--- config.mk ---
export PLATFORM = sky130hd
export DESIGN_NAME = rsi_regulator_irq
export DESIGN_NICKNAME = d
export VERILOG_FILES = /design/src/logic/rsi_pkg.sv /design/src/logic/rsi_regulator_irq.sv
export SDC_FILE = /design/constraint.sdc
export NUM_CORES = 1
export LEC_CHECK = 0
export BUFFER_PORTS_ARGS = -buffer_cell sky130_fd_sc_hd__buf_2
export CAP_MARGIN = 20
export CORE_MARGIN = 1.5
export CORE_UTILIZATION = 35
export CTS_BUF_LIST = sky130_fd_sc_hd__clkbuf_8
export CTS_CLUSTER_DIAMETER = 50
export DETAILED_ROUTE_END_ITERATION = 10
export SYNTH_ARGS = -nofsm -noshare
export SYNTH_HDL_FRONTEND = slang
export SYNTH_SLANG_ARGS = --single-unit
--- constraint.sdc ---
create_clock -name mclk -period 5 [get_ports mclk]
set_input_delay 1.25 -clock mclk [delete_from_list [all_inputs] [get_ports mclk]]
set_output_delay 1.25 -clock mclk [all_outputs]
set_load 0.02 [all_outputs]
--- src/logic/rsi_pkg.sv ---
// Constants for the regulator status and interrupt mask register slice.
// Assumes an I2C target engine decodes frames into byte register accesses.
//
// Summary of operation
// - Status bit 7 reports second linear regulator enabled; resets to 0.
// - Status bit 6 shows live second linear regulator output invalid state.
// - Status bit 4 shows live second linear regulator current limit state.
// - Status bit 3 reports first linear regulator enabled; resets to 0.
// - Status bit 2 shows live first linear regulator output invalid state.
// - Status bit 0 shows live first linear regulator current limit state.
// - Top mask one at 0x20 holds power-good, clock, thermal, measure masks.
// - Top mask one bit 7 blocks power-good interrupt; resets to 1.
// - Mask bits gate interrupt generation only, never the status bits.
// - Top mask one bit 4 blocks external clock interrupt; resets to 1.
// - Top mask one bit 2 blocks thermal warning interrupt; resets to 0.
// - Top mask one bit 0 blocks measurement ready interrupt; resets to 0.
// - Top mask two bit 0 at 0x21 blocks register-reset interrupt; resets 1.
// - Register-reset mask loads from one-time storage; host writes ignored.
// - Buck mask at 0x22: bits 7,6,4 second switcher, 3,2,0 first.
// - Regulator power-good has separate masks for going invalid and going valid.
// - Flags latch on event, clear when host writes 1 to their bit.
package rsi_pkg;
   // ----------------------------------------------------------------
   // Register offsets
   // ----------------------------------------------------------------
   localparam logic [7:0] TOP_FLAG_ONE_ADDR = 8'h18;
   localparam logic [7:0] TOP_FLAG_TWO_ADDR = 8'h19;
   localparam logic [7:0] BUCK_FLAG_ADDR = 8'h1a;
   localparam logic [7:0] LINREG_FLAG_ADDR = 8'h1b;
   localparam logic [7:0] LINREG_STATUS_ADDR = 8'h1f;
   localparam logic [7:0] TOP_MASK_ONE_ADDR = 8'h20;
   localparam logic [7:0] TOP_MASK_TWO_ADDR = 8'h21;
   localparam logic [7:0] BUCK_MASK_ADDR = 8'h22;
   localparam logic [7:0] LINREG_MASK_ADDR = 8'h23;

   // ----------------------------------------------------------------
   // Reset values and writable bits
   // ----------------------------------------------------------------
   localparam logic [7:0] TOP_MASK_ONE_RST = 8'h90;
   localparam logic [7:0] TOP_MASK_ONE_WMASK = 8'h95;
   localparam logic [7:0] REG_MASK_RST = 8'hcc;
   localparam logic [7:0] REG_MASK_WMASK = 8'hdd;
   localparam logic RESET_MASK_RST = 1'b1;

   // ----------------------------------------------------------------
   // Field positions
   // ----------------------------------------------------------------
   localparam int PGOOD_BIT = 7;
   localparam int SYNC_CLK_BIT = 4;
   localparam int THERMAL_BIT = 2;
   localparam int MEAS_BIT = 0;
   localparam int RESET_BIT = 0;
   // Per regulator, offset from 0 (first) or 4 (second) within a byte
   localparam int PGF_OFS = 3;
   localparam int PGR_OFS = 2;
   localparam int PG_OFS = 2;
   localparam int EN_OFS = 3;
   localparam int ILIM_OFS = 0;
   localparam int HALF_OFS = 4;

   // ----------------------------------------------------------------
   // Synchroniser vector layout; regulators 0..3 are switcher a, b,
   // linear a, linear b
   // ----------------------------------------------------------------
   localparam int NREG = 4;
   localparam int S_PGOOD = 0;
   localparam int S_SYNC = 1;
   localparam int S_THERM = 2;
   localparam int S_MEAS = 3;
   localparam int S_RESET = 4;
   localparam int S_OTP = 5;
   localparam int S_EN = 6;
   localparam int S_INV = S_EN + NREG;
   localparam int S_ILIM = S_INV + NREG;
   localparam int SYNC_W = S_ILIM + NREG;

   // Cycles after reset release until the synchronised one-time value is valid
   localparam logic [1:0] OTP_LOAD_CYCLE = 2'h2;
endpackage : rsi_pkg

--- src/logic/rsi_regulator_irq.sv ---
// Regulator status, interrupt masks, latched flags and combined request.
// Assumes raw event levels arrive asynchronously from the analog side and
// an I2C target engine presents one-cycle byte read and write strobes.
module rsi_regulator_irq
   import rsi_pkg::*;
(
   input wire logic mclk,
   input wire logic sys_rst,
   // Register port from the I2C target engine
   input wire logic [7:0] reg_addr,
   input wire logic reg_wr,
   input wire logic [7:0] reg_wdata,
   input wire logic reg_rd,
   output logic [7:0] reg_rdata,
   // Raw conditions, asynchronous
   input wire logic power_good_pin_state,
   input wire logic sync_clk_invalid,
   input wire logic thermal_warning_state,
   input wire logic current_measure_ready,
   input wire logic register_reset_event,
   input wire logic otp_reset_irq_block,
   input wire logic switcher_a_enabled,
   input wire logic switcher_a_output_invalid,
   input wire logic switcher_a_current_limit,
   input wire logic switcher_b_enabled,
   input wire logic switcher_b_output_invalid,
   input wire logic switcher_b_current_limit,
   input wire logic linreg_a_enabled_flag,
   input wire logic linreg_a_output_invalid_raw,
   input wire logic linreg_a_current_limit_raw,
   input wire logic linreg_b_enabled_flag,
   input wire logic linreg_b_output_invalid_raw,
   input wire logic linreg_b_current_limit_raw,
   // Combined interrupt request, active high
   output logic irq
);
   import rsi_pkg::*;

   // ----------------------------------------------------------------
   // Input synchronisers
   // ----------------------------------------------------------------
   logic [SYNC_W-1:0] raw_in;
   logic [SYNC_W-1:0] meta_reg;
   logic [SYNC_W-1:0] sync_reg;
   logic [SYNC_W-1:0] prev_reg;

   // Bit order must match the S_ positions of the package
   assign raw_in = {
      linreg_b_current_limit_raw, linreg_a_current_limit_raw,
      switcher_b_current_limit, switcher_a_current_limit,
      linreg_b_output_invalid_raw, linreg_a_output_invalid_raw,
      switcher_b_output_invalid, switcher_a_output_invalid,
      linreg_b_enabled_flag, linreg_a_enabled_flag,
      switcher_b_enabled, switcher_a_enabled,
      otp_reset_irq_block, register_reset_event, current_measure_ready,
      thermal_warning_state, sync_clk_invalid, power_good_pin_state};

   always_ff @(posedge mclk or posedge sys_rst)
   begin
      if (sys_rst)
      begin
         meta_reg <= '0;
         sync_reg <= '0;
         prev_reg <= '0;
      end
      else
      begin
         meta_reg <= raw_in;
         sync_reg <= meta_reg;
         prev_reg <= sync_reg;
      end
   end

   // Edge history: second stage against third; the first stage never feeds logic
   wire [SYNC_W-1:0] rise_w = sync_reg & ~prev_reg;
   wire [SYNC_W-1:0] fall_w = ~sync_reg & prev_reg;

   // ----------------------------------------------------------------
   // Register decode
   // ----------------------------------------------------------------
   wire wr_top1_mask = reg_wr && (reg_addr == TOP_MASK_ONE_ADDR);
   wire wr_buck_mask = reg_wr && (reg_addr == BUCK_MASK_ADDR);
   wire wr_lin_mask = reg_wr && (reg_addr == LINREG_MASK_ADDR);
   wire wr_top1_flag = reg_wr && (reg_addr == TOP_FLAG_ONE_ADDR);
   wire wr_top2_flag = reg_wr && (reg_addr == TOP_FLAG_TWO_ADDR);
   wire wr_buck_flag = reg_wr && (reg_addr == BUCK_FLAG_ADDR);
   wire wr_lin_flag = reg_wr && (reg_addr == LINREG_FLAG_ADDR);

   // ----------------------------------------------------------------
   // Mask registers
   // ----------------------------------------------------------------
   logic [7:0] top_interrupt_mask_one_reg;
   logic [7:0] buck_interrupt_mask_reg;
   logic [7:0] linreg_interrupt_mask_reg;
   logic reset_irq_block_reg;
   logic [1:0] otp_cnt_reg;

   // Reserved bits never store, so they read zero
   wire [7:0] top1_mask_next =
      reg_wdata & TOP_MASK_ONE_WMASK;
   wire [7:0] buck_mask_next = reg_wdata & REG_MASK_WMASK;
   wire [7:0] lin_mask_next = reg_wdata & REG_MASK_WMASK;

   always_ff @(posedge mclk or posedge sys_rst)
   begin
      if (sys_rst)
      begin
         top_interrupt_mask_one_reg <= TOP_MASK_ONE_RST;
         buck_interrupt_mask_reg <= REG_MASK_RST;
         linreg_interrupt_mask_reg <= REG_MASK_RST;
      end
      else
      begin
         if (wr_top1_mask)
            top_interrupt_mask_one_reg <= top1_mask_next;
         if (wr_buck_mask)
            buck_interrupt_mask_reg <= buck_mask_next;
         if (wr_lin_mask)
            linreg_interrupt_mask_reg <= lin_mask_next;
      end
   end

   // Host writes are ignored: the value comes from one-time storage.
   // The synchroniser output holds the pin only after OTP_LOAD_CYCLE
   // edges, so the capture waits for the edge after that.
   wire otp_load = (otp_cnt_reg == OTP_LOAD_CYCLE);
   wire otp_done = (otp_cnt_reg == OTP_LOAD_CYCLE + 2'h1);
   wire [1:0] otp_cnt_next = otp_done ? otp_cnt_reg
      : otp_cnt_reg + 2'h1;
   wire reset_irq_block_next = otp_load ? sync_reg[S_OTP]
      : reset_irq_block_reg;

   always_ff @(posedge mclk or posedge sys_rst)
   begin
      if (sys_rst)
      begin
         otp_cnt_reg <= '0;
         reset_irq_block_reg <= RESET_MASK_RST;
      end
      else
      begin
         otp_cnt_reg <= otp_cnt_next;
         reset_irq_block_reg <= reset_irq_block_next;
      end
   end

   wire power_good_irq_block = top_interrupt_mask_one_reg[PGOOD_BIT];
   wire sync_clk_irq_block = top_interrupt_mask_one_reg[SYNC_CLK_BIT];
   wire thermal_warning_irq_block = top_interrupt_mask_one_reg[THERMAL_BIT];
   wire current_measure_irq_block = top_interrupt_mask_one_reg[MEAS_BIT];

   // ----------------------------------------------------------------
   // Top level flags
   // ----------------------------------------------------------------
   logic power_good_irq_flag;
   logic sync_clk_irq_flag;
   logic thermal_warning_irq_flag;
   logic current_measure_done_flag;
   logic register_reset_irq_flag;

   // Set wins over a clear in the same cycle
   wire pg_set = (rise_w[S_PGOOD] | fall_w[S_PGOOD])
      & ~power_good_irq_block;
   wire sc_set = (rise_w[S_SYNC] | fall_w[S_SYNC])
      & ~sync_clk_irq_block;
   wire tw_set = rise_w[S_THERM] & ~thermal_warning_irq_block;
   wire cm_set = rise_w[S_MEAS] & ~current_measure_irq_block;
   wire rr_set = rise_w[S_RESET] & ~reset_irq_block_reg;

   // Write one to clear
   wire pg_clr = wr_top1_flag & reg_wdata[PGOOD_BIT];
   wire sc_clr = wr_top1_flag & reg_wdata[SYNC_CLK_BIT];
   wire tw_clr = wr_top1_flag & reg_wdata[THERMAL_BIT];
   wire cm_clr = wr_top1_flag & reg_wdata[MEAS_BIT];
   wire rr_clr = wr_top2_flag & reg_wdata[RESET_BIT];
   wire pwr_good_next = pg_set | (power_good_irq_flag & ~pg_clr);
   wire clk_flag_next = sc_set | (sync_clk_irq_flag & ~sc_clr);
   wire therm_flag_next = tw_set | (thermal_warning_irq_flag & ~tw_clr);
   wire meas_flag_next = cm_set | (current_measure_done_flag & ~cm_clr);
   wire rst_flag_next = rr_set | (register_reset_irq_flag & ~rr_clr);

   always_ff @(posedge mclk or posedge sys_rst)
   begin
      if (sys_rst)
      begin
         power_good_irq_flag <= 1'b0;
         sync_clk_irq_flag <= 1'b0;
         thermal_warning_irq_flag <= 1'b0;
         current_measure_done_flag <= 1'b0;
         register_reset_irq_flag <= 1'b0;
      end
      else
      begin
         power_good_irq_flag <= pwr_good_next;
         sync_clk_irq_flag <= clk_flag_next;
         thermal_warning_irq_flag <= therm_flag_next;
         current_measure_done_flag <= meas_flag_next;
         register_reset_irq_flag <= rst_flag_next;
      end
   end

   // ----------------------------------------------------------------
   // Per regulator flags: 0,1 in buck bytes, 2,3 in linear bytes
   // ----------------------------------------------------------------
   logic [NREG-1:0] pg_flag_reg;
   logic [NREG-1:0] ilim_flag_reg;

   genvar g;
   generate
      for (g = 0; g < NREG; g++)
      begin : g_reg
         localparam int BASE = (g % 2) * HALF_OFS;
         wire [7:0] mask_w = (g < 2) ? buck_interrupt_mask_reg
            : linreg_interrupt_mask_reg;
         wire clr_w = (g < 2) ? wr_buck_flag : wr_lin_flag;
         // Two masks: one per direction of the validity change
         wire pg_evt = (rise_w[S_INV+g] & ~mask_w[BASE+PGF_OFS])
            | (fall_w[S_INV+g] & ~mask_w[BASE+PGR_OFS]);
         wire il_evt = rise_w[S_ILIM+g] & ~mask_w[BASE+ILIM_OFS];
         wire pg_clr_w = clr_w & reg_wdata[BASE+PG_OFS];
         wire il_clr_w = clr_w & reg_wdata[BASE+ILIM_OFS];
         always_ff @(posedge mclk or posedge sys_rst)
         begin
            if (sys_rst)
            begin
               pg_flag_reg[g] <= 1'b0;
               ilim_flag_reg[g] <= 1'b0;
            end
            else
            begin
               pg_flag_reg[g] <= pg_evt | (pg_flag_reg[g]
                  & ~pg_clr_w);
               ilim_flag_reg[g] <= il_evt | (ilim_flag_reg[g]
                  & ~il_clr_w);
            end
         end
      end
   endgenerate

   // ----------------------------------------------------------------
   // Read path and request
   // ----------------------------------------------------------------
   // Status follows the synchronised raw level, untouched by masks
   wire [7:0] lin_status_w = {
      sync_reg[S_EN+3],
      sync_reg[S_INV+3],
      1'b0,
      sync_reg[S_ILIM+3],
      sync_reg[S_EN+2],
      sync_reg[S_INV+2],
      1'b0,
      sync_reg[S_ILIM+2]};
   wire [7:0] top1_flag_w = {power_good_irq_flag, 2'h0,
      sync_clk_irq_flag, 1'b0, thermal_warning_irq_flag, 1'b0,
      current_measure_done_flag};
   wire [7:0] buck_flag_w = {1'b0, pg_flag_reg[1], 1'b0,
      ilim_flag_reg[1], 1'b0, pg_flag_reg[0], 1'b0, ilim_flag_reg[0]};
   wire [7:0] lin_flag_w = {1'b0, pg_flag_reg[3], 1'b0,
      ilim_flag_reg[3], 1'b0, pg_flag_reg[2], 1'b0, ilim_flag_reg[2]};

   logic [7:0] rdata_next;
   always_comb
   begin
      unique case (reg_addr)
         LINREG_STATUS_ADDR: rdata_next = lin_status_w;
         TOP_MASK_ONE_ADDR: rdata_next = top_interrupt_mask_one_reg;
         TOP_MASK_TWO_ADDR: rdata_next = {7'h00, reset_irq_block_reg};
         BUCK_MASK_ADDR: rdata_next = buck_interrupt_mask_reg;
         LINREG_MASK_ADDR: rdata_next = linreg_interrupt_mask_reg;
         TOP_FLAG_ONE_ADDR: rdata_next = top1_flag_w;
         TOP_FLAG_TWO_ADDR: rdata_next = {7'h00, register_reset_irq_flag};
         BUCK_FLAG_ADDR: rdata_next = buck_flag_w;
         LINREG_FLAG_ADDR: rdata_next = lin_flag_w;
         default: rdata_next = 8'h00;
      endcase
   end

   // Registered so the request line cannot glitch while flags settle
   wire top_flags_any = (|top1_flag_w) | register_reset_irq_flag;
   wire reg_flags_any = (|pg_flag_reg) | (|ilim_flag_reg);
   wire irq_next = top_flags_any | reg_flags_any;

   // Held between reads so the target engine may fetch the byte late
   logic [7:0] reg_rdata_reg;
   logic irq_reg;
   always_ff @(posedge mclk or posedge sys_rst)
   begin
      if (sys_rst)
      begin
         reg_rdata_reg <= 8'h00;
         irq_reg <= 1'b0;
      end
      else
      begin
         if (reg_rd)
            reg_rdata_reg <= rdata_next;
         irq_reg <= irq_next;
      end
   end

   assign reg_rdata = reg_rdata_reg;
   assign irq = irq_reg;
endmodule : rsi_regulator_irq

==> flow_summary.toml <==
[status]
status = "complete, no violations"

[final_layout]
syn2layout_area_growth_pct = 16.3
num_antenna_cells = 0
drive_above_1_share = 0.318
final_cells = 400
fin_nets = 327
utilization = 0.425
fill_cells = 856

[clock_tree]
root_buffer = "clkbuf_8"
insertion_delay_ns = 0.36
htree_levels = 3
cts_sinks = 84
clk_pin_slew_ns = 0.09
cts_tree = "done"
cts-buffers-inserted = 9
postCtsHoldBufs = 0
postCtsResizedCells = 0
cts_buffer_depth = 2
post_cts_buffers = 0

[grt]
grt_usage = 0.146
grt_pass1_vias = 2188
grt-ovfl-total = 0
antenna_found_initial = 0
grt_pass1_wl_um = 10900
grt_start_max_net_pins = 53

[timing]
clock_skew_ns = 0.0169
rsz0062_at_grt = "false"
final_max_slew_viol_count = 0
period_minus_slack_ns = 2.63
worst_pin_slew_ns = 0.883
min_period_over_period = 0.526
setup_viol = 0
slew_headroom = 0.412
fin_tns_setup_ns = 0
max_freq_mhz = 381
hold_viol = 0

[worst_setup_path]
critical-path-top-delay-family = "simple AND/OR/NAND/NOR gates"
cp_slowest_stage_delay_ns = 0.48
cp_max_fo = 12
reg2reg_from = "sync_reg[17]"
cp-end-kind = "flip-flop"
crit_arrival_ns = 2.87
critPathBufInv = 1
required_ns = 5.25
cp_cell_sequence = "buf_2, and3b_1, nand3b_1, nor2_1, nand2_1, a221o_1"
crit_path_start = "reg_addr[5]"
rr_worst_depth = 5
reg2reg_to = "reg_rdata[4]"
slowest_stage = "and3b_1"
r2r_slack_ns = 3.47
cp-start-kind = "input port"
crit_type = "in2reg"

[synthesis]
synth.distinct_cells = 43
synth_area_um2 = 3240
synth_top_flop_cell = "dfrtp_1"
synth.yosys.seq_area_share = 0.654
synth-simple-area-share = 0.120
async_reset_ff_frac = 1.00
synthCells = 241
synth-edff-count = 0
synth-compound-area-share = 0.101
synth_top_family_by_area = "simple AND/OR/NAND/NOR gates"
synthXorXnorAreaFrac = 0.00812
synth_fa_ha_area_frac = 0.00773
muxShareOfSynthArea = 0.0862
post_synth.cell_area_avg_um2 = 13.4
yosysWarnings = 0
ys_ff_latch = 84

[pwr]
vdd_drop_max_mv = 0.173
p_comb_frac = 0.052
seqPwrFrac = 0.545
power.leakage_nw = 1.57
cell_internal_pwr_mw = 1.02
cellPowerDensity_nw_per_um2 = 352
swShare = 0.229
switchingPower_mw = 0.304
p_clk_frac = 0.403

[drt]
drtIter0Drc = 125
drc_errors = 0
drt-total-wl_um = 6310
vias_per_cell = 5.08
ant_nets = 0
dr_total_vias = 2030
dr.pass1.iters = 4
routedWlPerCell_um = 15.8

[worst_hold_path]
whs_path_depth = 0
hold_start = "meta_reg[3]"
hold_end = "sync_reg[3]"
hold_class = "reg2reg"

[floorplan]
chipWidth_um = 99.2
rows = 34
dieHeight_um = 99.2
initial_core_util = 0.366
dieArea_um2 = 9830
core_region_area_um2 = 8850
pin_count = 47

[placement]
finalWeightedCongestion = 0.864
placedCellCount = 384
portBuffers = 40
hpwl_um = 4540

[job]
timing.max_cap.violations = 0
[per-stage QoR]
| stage | cell area, um2 | hold slack, ns | power [mW] | setup slack, ns |
|---|---|---|---|---|
| finish | 3760 | 0.346 | 1.33 | 2.37 |
| global route | 3760 | 0.355 | 1.38 | 2.19 |
| CTS | 3760 | 0.351 | 1.35 | 2.38 |
| detailed placement | 3540 | 0.336 | 0.806 | 1.98 |
| global placement | 3540 | 0.332 | 0.804 | 1.99 |
| floorplan | 3240 | 0.331 | 0.773 | 1.60 |
[worst max-delay path by stage]
stage                                end  slack (ns)  cells after the start
after global routing      buck_flag_w[6]        2.19                      6
after global placement    buck_flag_w[2]        1.99                      6
final                     buck_flag_w[6]        2.37                      6
after CTS                 buck_flag_w[2]        2.38                      6
after floorplan           buck_flag_w[0]        1.60                      1
after detailed placement  buck_flag_w[6]        1.98                      6
[cells in the mapped netlist, drive strengths merged, types with 3 or more instances]
| cell type | n | share of area |
|---|---|---|
| nand2 | 17 | 0.020 |
| nand3 | 4 | 0.0062 |
| a21oi | 4 | 0.0062 |
| mux2 | 21 | 0.080 |
| a21o | 6 | 0.014 |
| xnor2 | 3 | 0.0081 |
| a22o | 7 | 0.019 |
| inv | 8 | 0.0093 |
| nor3b | 9 | 0.022 |
| clkbuf | 3 | 0.0035 |
| o22ai | 6 | 0.012 |
| nor4 | 3 | 0.0058 |
| o21ai | 5 | 0.0077 |
| nor2 | 20 | 0.024 |
| a22oi | 4 | 0.0093 |
| dfrtp | 73 | 0.56 |
| a221o | 3 | 0.0093 |
| buf | 4 | 0.0097 |
| dfstp | 11 | 0.089 |
| nand2b | 3 | 0.0058 |
| nand3b | 3 | 0.0070 |
[cells in the final DEF (no fill, tap or decap), drive strengths merged, types with 3 or more instances in the layout]
master	count
xnor2	3
nor4	3
mux2	21
dfrtp	73
nand2	17
a22o	7
o21ai	5
nand3	4
nor3b	9
nor2	20
clkbuf	9
o22ai	6
buf	41
a221o	3
a21oi	4
inv	10
a21o	6
nand2b	3
nand3b	3
a22oi	4
dfstp	11
[power by group through the flow]
stage / combinational, mW / clock (mW) / sequential, mW
floorplan: 0.0434 / 0 / 0.730
global placement: 0.0697 / 0 / 0.734
detailed placement: 0.0709 / 0 / 0.735
CTS: 0.0711 / 0.552 / 0.722
global route: 0.0788 / 0.577 / 0.725
finish: 0.0694 / 0.534 / 0.722
[logic make-up after synthesis]
kind of cell | Yosys count
AOI/OAI and AO/OA | 44
buffers and inverters | 15
DFF | 84
adders and majority gates | 2
and+or+nand+nor | 69
muxes | 23
other | 1
xor gates and xnor gates | 3
[layer usage]
| metal | GRT usage | up-vias | share of wire |
|---|---|---|---|
| met1 | 0.188 | 1009 | 0.46 |
| met3 | 0.0520 | 9 | 0.053 |
| met2 | 0.230 | 55 | 0.47 |
| met4 | 0.0509 | 0 | 0.018 |
| li1 | - | 957 | - |
| met5 | 0 | - | 0 |
[area by class of cell]
cell class,instances,area [um2],area share
clock buffer,9,124,0.0329
multi-input combinational,143,1050,0.279
inverter,8,31.3,0.00831
clock inverter,7,98.8,0.0263
tap,108,135,0.0359
timing repair buffer,41,208,0.0552
sequential,84,2120,0.562
Note: power is estimated with default switching activity, not from simulation.
